==> src/design/usart_slave_params.svh <==
// Register map, field positions, reset values and counts for the clocked slave serial port
`ifndef USART_SLAVE_PARAMS_SVH
`define USART_SLAVE_PARAMS_SVH

// Bus geometry
`define APB_ADDR_W          12
`define APB_DATA_W          32

// Byte addresses, one aligned word each
`define OFS_RX_CONTROL      12'h000
`define OFS_TX_HOLDING      12'h004
`define OFS_TX_CONTROL      12'h008
`define OFS_BAUD_DIVISOR    12'h00C
`define OFS_RX_FIFO         12'h010
`define OFS_IRQ_CONTROL     12'h014

// Transmit control/status fields
`define TXC_CLOCK_SOURCE    7
`define TXC_NINTH_ENABLE    6
`define TXC_TRANSMITTER_ON  5
`define TXC_SYNC_MODE       4
`define TXC_HIGH_SPEED      2
`define TXC_SHIFT_EMPTY     1
`define TXC_NINTH_VALUE     0
`define TXC_WRITE_MASK      8'hF5
`define TXC_RESET           8'h02

// Receive control/status fields
`define RXC_PORT_ON         7
`define RXC_NINTH_ENABLE    6
`define RXC_SINGLE_ENABLE   5
`define RXC_CONT_ENABLE     4
`define RXC_FRAMING_ERROR   2
`define RXC_OVERRUN         1
`define RXC_NINTH_VALUE     0
`define RXC_WRITE_MASK      8'hF0
`define RXC_RESET           8'h00

// Interrupt control fields
`define IRQ_TX_ENABLE       0
`define IRQ_RX_ENABLE       1
`define IRQ_TX_FLAG         4
`define IRQ_RX_FLAG         5

// Other reset values and word lengths
`define TXH_RESET           8'h00
`define BAUD_RESET          8'h00
`define WORD_BITS_8         4'h8
`define WORD_BITS_9         4'h9

`endif

==> src/design/usart_slave_pkg.sv <==
// Types shared by the clocked slave serial port
package usart_slave_pkg;

    // One received word with its ninth bit
    typedef struct packed {
        logic       ninth;
        logic [7:0] data;
    } rx_entry_s;

    // Transmit shifter progress
    typedef enum {
        TX_IDLE,
        TX_SHIFT,
        TX_LAST
    } tx_state_e;

endpackage

==> src/design/usart_sync_slave.sv <==
// Clocked slave serial port: APB registers, transmit shifter, receive shifter and FIFO
`timescale 1ns/1ps
`default_nettype none
`include "usart_slave_params.svh"

// Operation
// [RQ1] Shift clock comes from the far master; device never generates it.
// [RQ2] Clearing clock source select in clocked mode selects slave operation.
// [RQ3] Shifting continues while the core is asleep.
// [RQ4] Holding word moves into an empty shift register at once.
// [RQ5] Second word waits in holding buffer; buffer empty flag stays clear.
// [RQ6] After first word ends, waiting word moves in, then empty flag sets.
// [RQ7] Empty flag with transmit enable raises a wake interrupt.
// [RQ8] Slave transfers behave like master transfers apart from clock and sleep.
// [RQ9] Software sets up slave transmit with receive enables cleared.
// [RQ10] Ninth transmit bit is loaded before the data byte.
// [RQ11] Writing the holding buffer with transmitter on starts a transfer.
// [RQ12] Single-word receive enable is ignored in slave operation.
// [RQ13] Continuous receive armed before sleep still takes a whole word.
// [RQ14] A finished word moves into the receive FIFO and may wake the chip.
// [RQ15] Receive ready flag sets on completion; interrupt if enabled.
// [RQ16] Software arms continuous receive after optional interrupt and ninth bit.
// [RQ17] Ninth-bit reception captures one extra bit per word.
// [RQ18] Software reads receive status before the FIFO data byte.
// [RQ19] Clearing continuous receive clears the overrun flag.
// [RQ20] Writing 0x90 to receive status/control enables port and reception.
// [RQ21] Data pin is sampled on the falling shift clock edge.
// [RQ22] Full two-deep FIFO at a third word end sets overrun, drops word.
// [RQ23] While overrun is set, no word enters the FIFO.
// [RQ24] Reading FIFO data presents the next word's ninth bit.
// [RQ25] Transmit data changes on the rising shift clock edge.
// [RQ26] Shift clock is synchronised into the core clock logic.
module usart_sync_slave #(
    parameter int RX_DEPTH = 2
) (
    // Clock and reset
    input  wire logic                   core_clk,
    input  wire logic                   resetn,
    // APB slave
    input  wire logic                   psel,
    input  wire logic                   penable,
    input  wire logic                   pwrite,
    input  wire logic [`APB_ADDR_W-1:0] paddr,
    input  wire logic [`APB_DATA_W-1:0] pwdata,
    output var  logic [`APB_DATA_W-1:0] prdata,
    output logic                        pready,
    output logic                        pslverr,
    // Serial pins
    input  wire logic                   shared_clock_pin_in,
    input  wire logic                   shared_data_pin_in,
    output logic                        shared_data_pin_out,
    output logic                        shared_data_pin_oe,
    // Interrupt requests
    output logic                        tx_irq,
    output logic                        rx_irq,
    output logic                        wake_req
);

    localparam int PW = (RX_DEPTH > 1) ? $clog2(RX_DEPTH) : 1;
    localparam logic [PW:0] DEPTH_C = (PW+1)'(RX_DEPTH);

    ////////////////////////////////////////////////////////////////////////
    // Declarations

    logic [7:0]                       tx_control_status_q;
    logic [7:0]                       rx_control_q;
    logic [7:0]                       tx_holding_data_q;
    logic                             tx_holding_full_q;
    logic [7:0]                       baud_divisor_q;
    logic [1:0]                       irq_enable_q;
    logic [`APB_DATA_W-1:0]           prdata_q;

    logic                             ck_s1_q;
    logic                             ck_s2_q;
    logic                             ck_s3_q;
    logic                             dt_s1_q;
    logic                             dt_s2_q;

    usart_slave_pkg::tx_state_e       tx_state_q;
    logic [8:0]                       tx_shift_register_q;
    logic [3:0]                       tx_left_q;
    logic                             dt_out_q;

    logic [8:0]                       rx_shift_register_q;
    logic [3:0]                       rx_count_q;
    logic                             overrun_error_flag_q;
    usart_slave_pkg::rx_entry_s       fifo_mem [RX_DEPTH];
    logic [PW-1:0]                    wr_ptr_q;
    logic [PW-1:0]                    rd_ptr_q;
    logic [PW:0]                      fifo_count_q;

    logic                             slave_on;
    logic                             tx_on;
    logic                             rx_on;
    logic                             ck_rise;
    logic                             ck_fall;
    logic                             apb_setup;
    logic                             apb_write;
    logic                             apb_read;
    logic                             addr_hit;
    logic                             tx_load;
    logic                             shift_empty_status;
    logic                             tx_buffer_empty_flag;
    logic                             rx_ready_flag;
    logic [8:0]                       rx_next;
    logic [3:0]                       rx_need;
    logic                             rx_done;
    logic                             fifo_full;
    logic                             fifo_push;
    logic                             fifo_pop;
    usart_slave_pkg::rx_entry_s       rx_entry;
    usart_slave_pkg::rx_entry_s       fifo_head;
    logic [7:0]                       rx_control_status;
    logic [`APB_DATA_W-1:0]           rd_value;

    ////////////////////////////////////////////////////////////////////////
    // Mode decode

    // Slave only when clocked mode is on and clock source select is clear
    assign slave_on = rx_control_q[`RXC_PORT_ON] & tx_control_status_q[`TXC_SYNC_MODE]
                    & ~tx_control_status_q[`TXC_CLOCK_SOURCE];    // see [RQ2]
    // Single-word enable plays no part here
    assign rx_on    = slave_on & rx_control_q[`RXC_CONT_ENABLE];  // see [RQ12]
    // Receive takes the data pin over from transmit, as in master mode
    assign tx_on    = slave_on & tx_control_status_q[`TXC_TRANSMITTER_ON]
                    & ~rx_control_q[`RXC_CONT_ENABLE];            // see [RQ8]

    ////////////////////////////////////////////////////////////////////////
    // Pin synchronisers and shift clock edges

    // Two flops before use; the clock pin is never driven here
    always_ff @(posedge core_clk) begin
        if (!resetn) begin
            ck_s1_q <= 1'b0;
            ck_s2_q <= 1'b0;
            ck_s3_q <= 1'b0;
            dt_s1_q <= 1'b0;
            dt_s2_q <= 1'b0;
        end else begin
            ck_s1_q <= shared_clock_pin_in;                       // see [RQ1]
            ck_s2_q <= ck_s1_q;                                   // see [RQ26]
            ck_s3_q <= ck_s2_q;
            dt_s1_q <= shared_data_pin_in;
            dt_s2_q <= dt_s1_q;
        end
    end

    // No sleep gating anywhere: shifting runs on external edges alone
    assign ck_rise = ck_s2_q & ~ck_s3_q;                          // see [RQ3]
    assign ck_fall = ~ck_s2_q & ck_s3_q;

    ////////////////////////////////////////////////////////////////////////
    // APB decode

    assign apb_setup = psel & ~penable;
    assign apb_write = psel & penable & pwrite;
    assign apb_read  = psel & penable & ~pwrite;

    always_comb begin
        case (paddr)
            `OFS_RX_CONTROL,
            `OFS_TX_HOLDING,
            `OFS_TX_CONTROL,
            `OFS_BAUD_DIVISOR,
            `OFS_RX_FIFO,
            `OFS_IRQ_CONTROL: addr_hit = 1'b1;
            default:          addr_hit = 1'b0;
        endcase
    end

    // Zero wait states; unmapped addresses answer with an error
    assign pready  = 1'b1;
    assign pslverr = psel & penable & ~addr_hit;

    ////////////////////////////////////////////////////////////////////////
    // Control registers

    always_ff @(posedge core_clk) begin
        if (!resetn) begin
            tx_control_status_q <= `TXC_RESET;
            baud_divisor_q      <= `BAUD_RESET;
            irq_enable_q        <= 2'h0;
        end else if (apb_write) begin
            if (paddr == `OFS_TX_CONTROL) begin
                tx_control_status_q <= pwdata[7:0] & `TXC_WRITE_MASK;
            end
            // Kept for software only; slave mode never divides
            if (paddr == `OFS_BAUD_DIVISOR) begin
                baud_divisor_q <= pwdata[7:0];
            end
            if (paddr == `OFS_IRQ_CONTROL) begin
                irq_enable_q <= pwdata[1:0];
            end
        end
    end

    // 0x90 lands as port on plus continuous receive
    always_ff @(posedge core_clk) begin
        if (!resetn) begin
            rx_control_q <= `RXC_RESET;
        end else if (apb_write && paddr == `OFS_RX_CONTROL) begin
            rx_control_q <= pwdata[7:0] & `RXC_WRITE_MASK;        // see [RQ20]
        end
    end

    ////////////////////////////////////////////////////////////////////////
    // Transmit holding buffer

    assign tx_load = tx_on & tx_holding_full_q & (tx_state_q == usart_slave_pkg::TX_IDLE);

    // A write in the load cycle wins: the old word goes, the new one waits
    always_ff @(posedge core_clk) begin
        if (!resetn) begin
            tx_holding_data_q <= `TXH_RESET;
            tx_holding_full_q <= 1'b0;
        end else if (apb_write && paddr == `OFS_TX_HOLDING) begin
            tx_holding_data_q <= pwdata[7:0];
            tx_holding_full_q <= 1'b1;                            // see [RQ5]
        end else if (tx_load) begin
            tx_holding_full_q <= 1'b0;                            // see [RQ6]
        end
    end

    assign tx_buffer_empty_flag = ~tx_holding_full_q;
    assign shift_empty_status   = (tx_state_q == usart_slave_pkg::TX_IDLE);

    ////////////////////////////////////////////////////////////////////////
    // Transmit shifter

    // Clearing the transmitter aborts the word in flight
    always_ff @(posedge core_clk) begin
        if (!resetn || !tx_on) begin
            tx_state_q          <= usart_slave_pkg::TX_IDLE;
            tx_shift_register_q <= 9'h000;
            tx_left_q           <= 4'h0;
            dt_out_q            <= 1'b0;
        end else begin
            case (tx_state_q)
                usart_slave_pkg::TX_IDLE: begin
                    // Ninth bit is taken as it stands at load time
                    if (tx_holding_full_q) begin
                        tx_shift_register_q <= {tx_control_status_q[`TXC_NINTH_VALUE],
                                                tx_holding_data_q};       // see [RQ4]
                        tx_left_q  <= tx_control_status_q[`TXC_NINTH_ENABLE] ?
                                      `WORD_BITS_9 : `WORD_BITS_8;        // see [RQ11]
                        tx_state_q <= usart_slave_pkg::TX_SHIFT;
                    end
                end
                usart_slave_pkg::TX_SHIFT: begin
                    if (ck_rise) begin
                        dt_out_q            <= tx_shift_register_q[0];    // see [RQ25]
                        tx_shift_register_q <= {1'b0, tx_shift_register_q[8:1]};
                        tx_left_q           <= tx_left_q - 4'h1;
                        if (tx_left_q == 4'h1) begin
                            tx_state_q <= usart_slave_pkg::TX_LAST;
                        end
                    end
                end
                usart_slave_pkg::TX_LAST: begin
                    // Last bit held until the master has sampled it
                    if (ck_fall) begin
                        tx_state_q <= usart_slave_pkg::TX_IDLE;           // see [RQ6]
                    end
                end
                default: begin
                    tx_state_q <= usart_slave_pkg::TX_IDLE;
                end
            endcase
        end
    end

    assign shared_data_pin_out = dt_out_q;
    assign shared_data_pin_oe  = tx_on;

    ////////////////////////////////////////////////////////////////////////
    // Receive shifter

    assign rx_next = {dt_s2_q, rx_shift_register_q[8:1]};
    assign rx_need = rx_control_q[`RXC_NINTH_ENABLE] ? `WORD_BITS_9 : `WORD_BITS_8;  // see [RQ17]
    assign rx_done = rx_on & ck_fall & (rx_count_q == rx_need - 4'h1);

    // Eight-bit words sit in the top of the shifter
    always_comb begin
        if (rx_control_q[`RXC_NINTH_ENABLE]) begin
            rx_entry = {rx_next[8], rx_next[7:0]};
        end else begin
            rx_entry = {1'b0, rx_next[8:1]};
        end
    end

    always_ff @(posedge core_clk) begin
        if (!resetn || !rx_on) begin
            rx_shift_register_q <= 9'h000;
            rx_count_q          <= 4'h0;
        end else if (ck_fall) begin
            rx_shift_register_q <= rx_next;                       // see [RQ21]
            rx_count_q          <= rx_done ? 4'h0 : rx_count_q + 4'h1;  // see [RQ13]
        end
    end

    ////////////////////////////////////////////////////////////////////////
    // Receive FIFO and overrun

    assign fifo_full = (fifo_count_q == DEPTH_C);
    assign fifo_push = rx_done & ~overrun_error_flag_q & ~fifo_full;  // see [RQ23]
    assign fifo_pop  = apb_read & (paddr == `OFS_RX_FIFO) & (fifo_count_q != '0);

    // Set wins over clear cannot arise: setting needs reception enabled
    always_ff @(posedge core_clk) begin
        if (!resetn || !rx_on) begin
            overrun_error_flag_q <= 1'b0;                         // see [RQ19]
        end else if (rx_done && fifo_full) begin
            overrun_error_flag_q <= 1'b1;                         // see [RQ22]
        end
    end

    for (genvar i = 0; i < RX_DEPTH; i++) begin : g_entry
        always_ff @(posedge core_clk) begin
            if (!resetn) begin
                fifo_mem[i] <= '0;
            end else if (fifo_push && wr_ptr_q == PW'(i)) begin
                fifo_mem[i] <= rx_entry;                          // see [RQ14]
            end
        end
    end

    always_ff @(posedge core_clk) begin
        if (!resetn) begin
            wr_ptr_q     <= '0;
            rd_ptr_q     <= '0;
            fifo_count_q <= '0;
        end else begin
            if (fifo_push) begin
                wr_ptr_q <= (wr_ptr_q == PW'(RX_DEPTH - 1)) ? '0 : wr_ptr_q + PW'(1);
            end
            if (fifo_pop) begin
                rd_ptr_q <= (rd_ptr_q == PW'(RX_DEPTH - 1)) ? '0 : rd_ptr_q + PW'(1);
            end
            case ({fifo_push, fifo_pop})
                2'b10:   fifo_count_q <= fifo_count_q + (PW+1)'(1);
                2'b01:   fifo_count_q <= fifo_count_q - (PW+1)'(1);
                default: fifo_count_q <= fifo_count_q;
            endcase
        end
    end

    // Ninth bit shown always belongs to the word at the head
    assign fifo_head     = (fifo_count_q != '0) ? fifo_mem[rd_ptr_q] : '0;  // see [RQ24]
    assign rx_ready_flag = (fifo_count_q != '0);                 // see [RQ15]

    ////////////////////////////////////////////////////////////////////////
    // Read path

    // No framing in clocked mode, so that flag reads zero
    always_comb begin
        rx_control_status                     = rx_control_q;
        rx_control_status[`RXC_FRAMING_ERROR] = 1'b0;
        rx_control_status[`RXC_OVERRUN]       = overrun_error_flag_q;
        rx_control_status[`RXC_NINTH_VALUE]   = fifo_head.ninth;
    end

    always_comb begin
        rd_value = '0;
        case (paddr)
            `OFS_RX_CONTROL:   rd_value[7:0] = rx_control_status;
            `OFS_TX_HOLDING:   rd_value[7:0] = tx_holding_data_q;
            `OFS_TX_CONTROL: begin
                rd_value[7:0]            = tx_control_status_q;
                rd_value[`TXC_SHIFT_EMPTY] = shift_empty_status;
            end
            `OFS_BAUD_DIVISOR: rd_value[7:0] = baud_divisor_q;
            `OFS_RX_FIFO:      rd_value[7:0] = fifo_head.data;
            `OFS_IRQ_CONTROL: begin
                rd_value[1:0]          = irq_enable_q;
                rd_value[`IRQ_TX_FLAG] = tx_buffer_empty_flag;
                rd_value[`IRQ_RX_FLAG] = rx_ready_flag;
            end
            default:           rd_value = '0;
        endcase
    end

    // Captured in setup so the popping access still returns the old head
    always_ff @(posedge core_clk) begin
        if (!resetn) begin
            prdata_q <= '0;
        end else if (apb_setup) begin
            prdata_q <= rd_value;
        end
    end

    assign prdata = prdata_q;

    ////////////////////////////////////////////////////////////////////////
    // Interrupt requests

    assign tx_irq   = tx_buffer_empty_flag & irq_enable_q[`IRQ_TX_ENABLE];  // see [RQ7]
    assign rx_irq   = rx_ready_flag & irq_enable_q[`IRQ_RX_ENABLE];         // see [RQ14]
    assign wake_req = tx_irq | rx_irq;

endmodule
`default_nettype wire

==> config.mk <==
export PLATFORM = sky130hd
export DESIGN_NAME = usart_sync_slave
export DESIGN_NICKNAME = d
export VERILOG_FILES = /design/src/design/usart_slave_pkg.sv /design/src/design/usart_sync_slave.sv
export VERILOG_INCLUDE_DIRS = /design/src /design/src/design
export SDC_FILE = /design/constraint.sdc
export NUM_CORES = 1
export LEC_CHECK = 0
export BUFFER_PORTS_ARGS = -buffer_cell sky130_fd_sc_hd__buf_2
export CAP_MARGIN = 20
export CELL_PAD_IN_SITES_DETAIL_PLACEMENT = 1
export CELL_PAD_IN_SITES_GLOBAL_PLACEMENT = 1
export CORE_MARGIN = 3
export CORE_UTILIZATION = 42
export DETAILED_ROUTE_END_ITERATION = 8
export GPL_TIMING_DRIVEN = 1
export HOLD_SLACK_MARGIN = 0.06
export PLACE_DENSITY_LB_ADDON = 0.1
export RECOVER_POWER = 50
export SETUP_SLACK_MARGIN = 0.2
export SLEW_MARGIN = 20
export SYNTH_ARGS = -nofsm -noshare
export SYNTH_HDL_FRONTEND = slang
export SYNTH_SLANG_ARGS = --single-unit
export TNS_END_PERCENT = 5
==> constraint.sdc <==
create_clock -name core_clk -period 3.2 [get_ports core_clk]
set_clock_uncertainty 0.1 [all_clocks]
set_input_delay 0.16 -clock core_clk [delete_from_list [all_inputs] [get_ports core_clk]]
set_output_delay 0.16 -clock core_clk [all_outputs]
set_load 0.005 [all_outputs]
Word level (Yosys, flattened, before mapping)
Memory sizes are Yosys's and may differ from the RTL's. A register that Yosys moved wholly into a read port is not among the register bits. Cells that the tools add are included. W data, S select, Z words.

Flip-flop bits (word level): 107. Memories: 1. Input port bits: 51. Memory bits (writable): 18. Word-level logic and storage cells: 143.

Eq/ne operators: 16. Bitwise gates (word level): 36. Reductions and logical operators: 24. Mux-type cells: 37. Add/sub/neg operators: 7.

Memory list: fifo_mem (depth 2, width 9, read ports 1, clocked after Yosys merged registers in 1, write ports 2, RTL line usart_sync_slave.sv:87) `usart_slave_pkg::rx_entry_s fifo_mem [RX_DEPTH];`.

Operators with widths (count): $mux W32 (4); $pmux W32 S3 (1); $logic_not A32 Y1 (2); $mux W9 (6); $eq A32 B1 Y1 const B (1); $eq A32 B2 Y1 const B (1); $eq A12 B4 Y1 const B (2); $eq A12 B5 Y1 const B (2); $pmux W2 S6 (2); $and A1 B1 Y1 (22); $pmux W9 S2 (1); $mux W1 (16); $eq A12 B3 Y1 const B (1); $logic_not A12 Y1 (1); $mux W4 (3); $not A1 Y1 (11); $pmux W2 S5 (1); $ne A2 B2 Y1 const B (4); $pmux W2 S4 (1); $pmux W4 S2 (1); $reduce_and A2 Y1 (4); $reduce_bool A2 Y1 (4); $sub A4 B1 Y4 const B (2); $reduce_or A6 Y1 (1); 15 further kinds (26).

Logic depth before layout (Yosys ltp)
Gate-level depths: netlist (run 1).

Depth in word-level cells: 12. Depth in mapped cells: 8. Mapped depth without buffers: 8.

Worst setup path before layout (run 1)
Ideal clock, no wire load.

Path type: in2reg. From: input paddr[9]. To: register fifo_count_q[1]. Arrival: 1.885 ns. Cell stages on the path: 7. Required time: 3.030 ns. Setup slack: 1.145 ns. Path through: or4_4 > nor2_2 > nand3_1 > nor2_1 > ha_1 > or3_1 > a21oi_1.

Word-level cells in the longest chain between the ends: 5. Elaborated cells between the ends (all ways): 7.

Ends and longest elaborated chain: from (decl) (RTL line usart_sync_slave.sv:43) `` input wire logic [`APB_ADDR_W-1:0] paddr, ``; $eq A12 B5 Y1 *; $and A1 B1 Y1 * (2 in a row) (RTL line usart_sync_slave.sv:306) `` assign fifo_pop = apb_read & (paddr == `OFS_RX_FIFO) & (fifo_count_q != '0); ``; via fifo_pop (RTL line usart_sync_slave.sv:110) `logic fifo_pop;`; $eq A2 B1 Y1 / $eq A2 B2 Y1 (equally long branches) (RTL line usart_sync_slave.sv:339) `case ({fifo_push, fifo_pop})`; $pmux W2 S2 / $reduce_bool A2 Y1 (equally long branches); to (signal assigned) (RTL line usart_sync_slave.sv:340) `2'b10: fifo_count_q <= fifo_count_q + (PW+1)'(1);`; to (signal assigned) (RTL line usart_sync_slave.sv:341) `2'b01: fifo_count_q <= fifo_count_q - (PW+1)'(1);`; to (signal assigned) (RTL line usart_sync_slave.sv:342) `default: fifo_count_q <= fifo_count_q;`; to (decl) (RTL line usart_sync_slave.sv:90) `logic [PW:0] fifo_count_q;`.

Mark *: on every way through the listed nets, which the timed path passes. The rest lies on a longest branch. A chain may end at the register's enable or synchronous reset.

Worst setup path after layout (run 1)
From: input paddr[2]. To: register prdata_q[1] (netlist: prdata[1]).

Word-level cells in the longest chain between the ends: 2. Elaborated cells between the ends (all ways): 7.

Ends and longest elaborated chain: $eq A12 B5 Y1, or another cell as far along (RTL line usart_sync_slave.sv:364) `case (paddr)`; $pmux W2 S6 * (RTL line usart_sync_slave.sv:364); to (signal assigned) (RTL line usart_sync_slave.sv:387) `prdata_q <= rd_value;`; to (decl) (RTL line usart_sync_slave.sv:71) `` logic [`APB_DATA_W-1:0] prdata_q; ``.

Mark *: on every way between the ends. The rest lies on a longest branch, timed or not.

==> reports/metrics.cfg, run 1 <==
[drt]
drcViolationCount = 0
via_per_inst = 5.52
drt_pass1_iterations = 4
drt_iter0_markers = 150
routedWlPerCell_um = 18.3
final_antenna_net_count = 0
num_vias = 3733
wirelength_um = 12400

[global_routing]
use_met2_pct = 34.7
use_met1_pct = 25.9
grt_pass1_wl_um = 20300
use_met3_pct = 3.17
grt_antenna_before_repair = 0
gr-usage-all-layers_pct = 20.4
grt_pass1_vias = 3919
busiest_layer = met2
grt-ovfl-total = 0
grt_max_degree = 38

[worst_setup_path]
start_kind = input pin
crit_chain = clkbuf_1 > or3b_2 > nor4_2 > a22oi_1 > a31oi_1
cpPeakStageDelay_ps = 970
cp.required_ps = 3380
r2r_setup_slack_ps = 580
cp_data_arrival_time_ps = 2810
crit_slowest_cell = nor4_2
critPathMaxFanout = 15
worst-setup-path-type = in2reg
r2r-start = rx_control_q[6]
critPathCapture = prdata[1]
cp-startpoint = paddr[2]
r2r_cells = 7
rr_endpoint = fifo_count_q[1]
end_kind = flop

[sta]
max-slew-margin-rel_pct = 14.5
whs_ps = 118
finalHoldViolCount = 0
worst_pin_slew_ps = 1270
period_share_pct = 82.1
fin_tns_setup_ps = 0
rsz0062_at_grt = no
timing.final.crit_period_ps = 2630
setup_viol = 0
timing.fmax_mhz = 381
slew_viol_final = 0

[floorplanning]
initial_core_util_pct = 44.1
core_area_um2 = 10600
row_count = 37
die_area_um2 = 12400
io_pins = 90
die_h_um = 111
dieWidth_um = 111

[synth]
avgSynthCellArea_um2 = 9.45
post-synth-top-area-cell = dfxtp_1
synthSimpleGateAreaFrac_pct = 23.1
async_flop_share_pct = 0
synth-seq-area-share_pct = 44.3
synth_top_family_by_area = simple AND/OR/NAND/NOR gates
synth_compound_area_share_pct = 12.2
synthCells = 493
synth_xor_area_share_pct = 0.940
synth_top_area_share_pct = 32.7
synth-main-ff-cell = dfxtp_1
synth.most_common_cell = dfxtp_1
synth_area_um2 = 4660
synth.area.mux_share_pct = 11.7
synth_fa_ha_area_share_pct = 1.07
synth-seq-cells = 94
ys_types = 67
synth.area.top_cells = dfxtp_1 (33%), edfxtp_1 (12%), mux2i_1 (9.0%)
yosys_warnings = 0
synth_edf_count = 18
ys_top_cells_by_count = dfxtp_1 (76), nor2_1 (58), nand2_1 (43)

[clock_tree]
post_cts_resized = 0
hold_buffers = 10
ctsRootBufferMaster = clkbuf_8
numCtsBuffers = 9
clk_pin_slew_ps = 100
cts_tree = yes
post_cts_buffers = 0
clock_path_buffers = 2
clock_latency_ps = 360
h-tree-depth = 3
clock-sinks = 94

[layout]
diodes = 0
nets = 590
drive_gt1_share_pct = 14.1
regArea_um2 = 2060
fill_cells = 1256
final_cell_area_um2 = 5090
multiInputGateArea_um2 = 2340
synthToLayoutAreaGrowth_pct = 9.37

[power_and_ir_drop]
seq_power_share_pct = 58.7
p_switching_uw = 519
swShare_pct = 24.8
p_comb_share_pct = 6.1
clkPwrFrac_pct = 35.2
leakage_nw = 1.88
p_int_mw = 1.57
cellPowerDensity_nw_per_um2 = 410
worst_ir_drop_vdd_mv = 0.299

[placed_design]
io_buffers = 40
place.gp.congestion = 0.852
place_area_um2 = 4870
hpwlAfterDp_um = 8880

[job]
drv_cap = 0

[min_path]
min_from = paddr[10]
hold_path_class = in2reg

[status]
status = finished, final reports clean

## per-layer routing
layer / part of all wire [%] / up-vias
met4: 2.8 / 0
met1: 45 / 1823
met2: 49 / 76
met3: 3.3 / 22
li1: - / 1812
met5: 0 / -
## cell usage in the layout (no fill, tap or decap), drive strengths merged, types with 4 or more instances in the layout
cell type,instances
inv,8
nor4,9
nor2,59
conb,25
buf,37
nand2b,6
nor2b,5
o21ai,13
and3,4
nand4,12
a21oi,38
and2,6
nor3,5
ha,4
mux2,7
nand2,43
nand3,18
a22oi,5
edfxtp,18
or3,4
dlygate4sd3,10
mux2i,42
a211oi,9
dfxtp,76
clkbuf,19
nor3b,4
a31oi,5
## critical path: cells and delay by family
family | cells | cell delay, ps
simple gates | 2 | 1540
buf+inv | 1 | 640
compound gates | 2 | 460
## power by group through the flow
stage | logic [mW] | registers (mW) | clock network, mW
final | 0.129 | 1.23 | 0.735
after global placement | 0.119 | 1.25 | 0
after floorplan | 0.0874 | 1.25 | 0
after global routing | 0.141 | 1.23 | 0.809
after CTS | 0.131 | 1.23 | 0.763
after detailed placement | 0.120 | 1.25 | 0
## how the worst min path moves through the flow
stage	end	slack (ps)	depth (start not counted)
6_report	prdata[5]	120	4
3_5_place_dp	ck_s1_q	270	2
2_1_floorplan	ck_s1_q	190	1
3_3_place_gp	ck_s1_q	270	2
4_1_cts	prdata[5]	90	4
5_1_grt	prdata[5]	140	4
## state kept, by name, indices dropped and copies added (netlist names), 2 cells and up, named ones only
signal               cells
tx_control_status_q      6
rx_shift_register_q      8
tx_shift_register_q      9
rx_control_q             4
tx_left_q                4
fifo_mem                18
fifo_count_q             2
tx_state_q               2
rx_count_q               4
tx_holding_data_q        8
prdata                   8
baud_divisor_q           8
irq_enable_q             2
## per-stage QoR
step | total power, mW | instances | setup WS [ps] | util [%]
finish | 2.09 | 676 | 573 | 48.3
global route | 2.18 | 676 | 320 | 48.3
CTS | 2.12 | 676 | 723 | 48.7
detailed placement | 1.38 | 650 | 761 | 46.1
global placement | 1.37 | 650 | 811 | 46.1
floorplan | 1.34 | 516 | 1140 | -
## area by class of cell
cell class / count / share of cell area, %
repair buffers: 55 / 6.36
well taps: 136 / 3.34
flip-flops and latches: 94 / 40.5
multi-input cells: 369 / 46.0
inverters: 6 / 0.442
clock inverters: 5 / 0.639
clock buffers: 11 / 2.78
## logic make-up (layout without fill, tap and decap cells)
| family | after synthesis | count (layout) |
|---|---|---|
| AO/OA/AOI/OAI | 89 | 89 |
| flip-flops | 94 | 94 |
| other | 2 | 25 |
| buffers and inverters | 53 | 77 |
| adder cells (fa/ha/maj) | 4 | 4 |
| XOR/XNOR | 5 | 5 |
| AND/OR/NAND/NOR | 195 | 195 |
| multiplexers | 51 | 51 |
No activity file was read; power rests on OpenSTA's default activity.
==> inputs of run 2 (changes only) <==
- ABC_AREA: default -> 1
- CORE_UTILIZATION: 42 -> 36
- clock period: 3.2 -> 2.4 ns (I/O delays scaled with it)
==> run 2 against run 1 <==
  * Cell count increased by 22%
  * First-iteration DRC count decreased by 2.7%
  * Register-to-register slack got worse by 260 ps
  * Sequential power increased by 33%
  * Synthesized cell count increased by 23%
  * Final area increased by 3.8%
  * Worst hold slack got worse by 60 ps
  * Die area increased by 16%
  * Routed wire length increased by 4.4%
  * Global-route usage decreased by 2.0 points
  * Via count increased by 7.3%
  * Largest cell class unchanged
==> reports/metrics.cfg, run 2 <==
[layout]
fill_cells = 1557
synthToLayoutAreaGrowth_pct = 13.2
largest_reg_flops = 18
final_common_cell = nand2_1
diodes = 0
nets = 709
layout_common_cells = nand2_1 (118), dfxtp_1 (76), inv_1 (65), a21oi_1 (63), nor2_1 (61)
top_register = fifo_mem
final_cell_area_um2 = 5290
drive_gt1_share_pct = 13.4
reg_top3 = fifo_mem (18), tx_shift_register_q (9)

[worst_setup_path]
cp_data_arrival_time_ps = 2220
worst-setup-path-type = reg2reg
cp.required_ps = 2540
cpPeakStageDelay_ps = 550
crit_slowest_cell = clkbuf_1
cp_top_family = buffers and inverters
critPathBufInv = 3
start_kind = flop
crit_chain = inv_1 > nor2_2 > clkbuf_1 > inv_1 > nor2_1 > xor2_1 > nor2_1
end_kind = flop
critPathMaxFanout = 16

[synth]
synth_top_area_share_pct = 32.5
yosys_warnings = 0
ys_types = 39
synthCells = 605
synth_area_um2 = 4670
post-synth-top-area-cell = dfxtp_1
synth-seq-area-share_pct = 44.1
synth-seq-cells = 94
synth.most_common_cell = nand2_1
synth.area.top_cells = dfxtp_1 (33%), edfxtp_1 (12%), nand2_1 (9.4%)
synth-main-ff-cell = dfxtp_1
synth_edf_count = 18
async_flop_share_pct = 0
ys_top_cells_by_count = nand2_1 (117), dfxtp_1 (76), inv_1 (64)
avgSynthCellArea_um2 = 7.73

[power_and_ir_drop]
swShare_pct = 22.1
clkPwrFrac_pct = 45.6
p_int_mw = 2.58
p_comb_share_pct = 4.8
leakage_nw = 2.00
worst_ir_drop_vdd_mv = 0.342
power_mw = 3.30
cellPowerDensity_nw_per_um2 = 625
seq_power_share_pct = 49.6
p_switching_uw = 729

[drt]
drt_pass1_iterations = 4
final_antenna_net_count = 0
drcViolationCount = 0
wirelength_um = 12900
num_vias = 4005
via_per_inst = 4.84
drt_iter0_markers = 146
routedWlPerCell_um = 15.6

[floorplanning]
dieWidth_um = 120
io_pins = 90
row_count = 40
die_area_um2 = 14400
die_h_um = 120
initial_core_util_pct = 37.8
core_area_um2 = 12400

[sta]
worst_pin_slew_ps = 1120
timing.fmax_mhz = 481
period_share_pct = 86.6
setup_viol = 0
max-slew-margin-rel_pct = 25.6
rsz0062_at_grt = no
fin_tns_setup_ps = 0
timing.final.crit_period_ps = 2080
slew_viol_final = 0
whs_ps = 57.1
finalHoldViolCount = 0

[clock_tree]
cts_tree = yes
ctsRootBufferMaster = clkbuf_16
clk_pin_slew_ps = 70
h-tree-depth = 3
post_cts_resized = 0
numCtsBuffers = 9
post_cts_buffers = 0
clock-sinks = 94
clock_path_buffers = 2
clock_latency_ps = 350

[min_path]
hold_path_class = in2reg

[global_routing]
grt_pass1_wl_um = 20800
grt_antenna_before_repair = 0
gr-usage-all-layers_pct = 18.4
grt-ovfl-total = 0
grt_max_degree = 27
grt_pass1_vias = 4006

[placed_design]
place.gp.congestion = 0.863
hpwlAfterDp_um = 9840
io_buffers = 40
place_area_um2 = 4930

[status]
status = finished, final reports clean

[job]
drv_cap = 0

run 2: cells by family after synthesis:
kind of cell,synth area share (%)
compound gates,15.0
xor+xnor,0.562
fa+ha+maj,1.07
buf+inv,12.6
flops,44.1
mux,1.71
other cells,0.161
simple gates,24.7
run 2: repair_timing:
| action | in CTS | in global routing |
|---|---|---|
| hold endpoints to repair | 21 | 0 |
| hold buffers | 9 | 0 |
| setup endpoints to repair | 0 | 0 |
run 2: final cells by class:
| cell class | instances | area [um2] | area share, % |
|---|---|---|---|
| timing repair buffer | 58 | 333 | 6.29 |
| sequential | 94 | 2060 | 39.0 |
| multi-input combinational | 418 | 2090 | 39.5 |
| clock inverter | 3 | 41.3 | 0.781 |
| inverter | 73 | 282 | 5.32 |
| clock buffer | 13 | 270 | 5.11 |
| tap | 168 | 210 | 3.97 |
run 2: tightest hold or removal path, stage by stage:
cell and delay, ps:
buf_2 90, nor2_1 100, nand2_1 100, a21oi_1 50
run 2: path summary, 6_finish.rpt:
check / startpoint / to / slack, ps / cells past startpoint
max: ck_s3_q / rx_count_q[3] / 320 / 7
min: penable / prdata[3] / 60 / 4
max reg2reg: ck_s3_q / rx_count_q[3] / 320 / 7
min reg2reg: ck_s1_q / ck_s2_q / 310 / 2
run 2: layer usage:
metal	GRT usage (%)	up-vias	share of wire (%)
li1	-	2016	-
met1	23.9	1912	47
met2	31.2	67	48
met3	3.20	10	3.8
met4	5.73	0	1.1
met5	0	-	0
run 2: per-stage QoR:
stage | instances | setup WS [ps] | utilization [%]
final | 827 | 323 | 42.8
after global routing | 827 | 127 | 42.8
after CTS | 827 | 356 | 43.1
after detailed placement | 802 | 379 | 39.9
after global placement | 802 | 438 | 39.9
after floorplan | 628 | 293 | -
run 2: power by group through the flow:
| stage | Clock [mW] | Combinational [mW] | Sequential (mW) |
|---|---|---|---|
| floorplan | 0 | 0.111 | 1.67 |
| global placement | 0 | 0.146 | 1.67 |
| detailed placement | 0 | 0.151 | 1.67 |
| CTS | 1.54 | 0.163 | 1.64 |
| global route | 1.60 | 0.180 | 1.64 |
| finish | 1.51 | 0.158 | 1.64 |
==> inputs of run 3 (changes only) <==
- BUFFER_PORTS_ARGS: -buffer_cell sky130_fd_sc_hd__buf_2 -> default
- CORE_UTILIZATION: 36 -> 42
- DONT_BUFFER_PORTS: default -> 1
- MAX_ROUTING_LAYER: default -> met4
- SETUP_SLACK_MARGIN: 0.2 -> default
==> run 3 against run 2 <==
  * Fmax grew 0.59%
  * Non-clock buffer count shrank 32
  * Global-route usage increased by 2.9 points
  * Clock-buffer cell count shrank 3
  * Final area shrank 5.6%
  * First-iteration DRC count grew 42%
==> reports/metrics.cfg, run 3 (synthesis results as in run 2) <==
[status]
status = finished, final reports clean

[drt]
via_per_inst = 5.05
drt_pass1_iterations = 4
drcViolationCount = 0
num_vias = 3850
final_antenna_net_count = 0
routedWlPerCell_um = 16.2
wirelength_um = 12400
drt_iter0_markers = 208

[global_routing]
grt_pass1_vias = 4056
grt-ovfl-total = 0
grt_pass1_wl_um = 20700
grt_antenna_before_repair = 0
gr-usage-all-layers_pct = 21.3
grt_max_degree = 41

[power_and_ir_drop]
clkPwrFrac_pct = 34.8
p_int_mw = 2.05
leakage_nw = 1.81
seq_power_share_pct = 60.1
p_comb_share_pct = 5.1
cellPowerDensity_nw_per_um2 = 547
swShare_pct = 24.9
p_switching_uw = 679
power_mw = 2.73
worst_ir_drop_vdd_mv = 0.288

[sta]
fin_tns_setup_ps = 0
timing.final.crit_period_ps = 2070
timing.fmax_mhz = 484
worst_pin_slew_ps = 609
slew_viol_final = 0
rsz0062_at_grt = no
finalHoldViolCount = 0
setup_viol = 0
period_share_pct = 86.1
max-slew-margin-rel_pct = 59.3
layout_setup_ws_ps = 335

[floorplanning]
io_pins = 90
core_area_um2 = 10600
initial_core_util_pct = 44.3
die_h_um = 111
row_count = 37
die_area_um2 = 12400
dieWidth_um = 111

[min_path]
min_from = penable
hold_path_class = in2reg

[layout]
synthToLayoutAreaGrowth_pct = 6.80
final_common_cell = nand2_1
diodes = 0
layout_common_cells = nand2_1 (119), dfxtp_1 (76), inv_1 (66), nor2_1 (63), a21oi_1 (63)
fill_cells = 1360
drive_gt1_share_pct = 8.13
top_register = fifo_mem
stdcell_count = 763
finish.utilization_pct = 47.3
nets = 677
largest_reg_flops = 18
reg_top3 = fifo_mem (18), tx_shift_register_q (9)

[clock_tree]
clock_path_buffers = 2
clock_latency_ps = 370
cts_tree = yes
clock-sinks = 94
h-tree-depth = 3
clk_pin_slew_ps = 90
ctsRootBufferMaster = clkbuf_8
post_cts_buffers = 0
post_cts_resized = 0
hold_buffers = 19
numCtsBuffers = 9

[placed_design]
place_ws_ps = 414
dp.cells = 728
hpwlAfterDp_um = 9270
io_buffers = 0
place.gp.congestion = 0.868

[worst_setup_path]
crit_slowest_cell = nor3_1
r2r_setup_slack_ps = 330
crit_chain = nand3_1 > nor3_1 > nand2_1 > inv_1 > o21ai_0 > a211oi_1
end_kind = flop
critPathMaxFanout = 11
cp-startpoint = rx_control_q[7]
critPathBufInv = 1
critPathCapture = tx_left_q[2]
start_kind = flop
cpPeakStageDelay_ps = 400
cp.required_ps = 2580
cp_data_arrival_time_ps = 2250
rr_endpoint = tx_left_q[2]
r2r-start = rx_control_q[7]
worst-setup-path-type = reg2reg
r2r_cells = 6
cp_top_family = simple AND/OR/NAND/NOR gates
crit_cells = 6

[job]
drv_cap = 0

==> run 3: cell count changes in the layout (fill, tap and decap cells not counted), moves of 2 or more <==
cell / before / now
clkinvlp_4: 0 / 2
clkbuf_16: 9 / 0
clkbuf_1: 13 / 2
dlygate4sd3_1: 9 / 18
nand3_1: 27 / 29
nor2_1: 61 / 63
nand3_2: 3 / 1
clkbuf_8: 3 / 9
buf_2: 32 / 0
==> run 3: how the worst min path moves through the flow <==
stage              end  slack [ps]  cells past startpoint
5_1_grt           flop         100                      5
3_3_place_gp   ck_s1_q         120                      2
6_report          flop          70                      5
3_5_place_dp   ck_s1_q         130                      2
4_1_cts           flop          60                      5
2_1_floorplan  ck_s1_q         120                      2
==> run 3: per-stage QoR <==
step / hold WS, ps / area [um2]
3_3_place_gp: 122 / 4670
2_1_floorplan: 118 / 4760
3_5_place_dp: 126 / 4670
5_1_grt: 102 / 4990
6_report: 71.7 / 4990
4_1_cts: 62.2 / 5040
==> run 3: final cells by class <==
type,instances,area (um2),area share (%)
tap,136,170,3.41
clock buffer,10,128,2.56
timing repair buffer,26,249,4.99
inverter,73,282,5.64
clock inverter,6,37.5,0.752
multi-input combinational,418,2060,41.4
sequential,94,2060,41.3
==> run 3: tightest hold or removal path, delay by kind of cell <==
kind,cells,cell delay [ps]
buffers and inverters,1,60
AND/OR/NAND/NOR,3,200
AO/OA/AOI/OAI,1,130
==> run 3: metal layers <==
metal	track usage (%)	vias to the layer above	wire (um)
li1	-	1954	-
met1	25.5	1809	5720
met2	36.2	71	5940
met3	4.46	16	499
met4	6.41	0	233
met5	-	-	0
==> run 3: power groups by stage <==
stage / combinational (mW) / sequential, mW / clock [mW]
floorplan: 0.111 / 1.67 / 0
finish: 0.139 / 1.64 / 0.951
detailed placement: 0.0940 / 1.68 / 0
global route: 0.156 / 1.64 / 1.06
global placement: 0.0908 / 1.68 / 0
CTS: 0.140 / 1.64 / 0.980
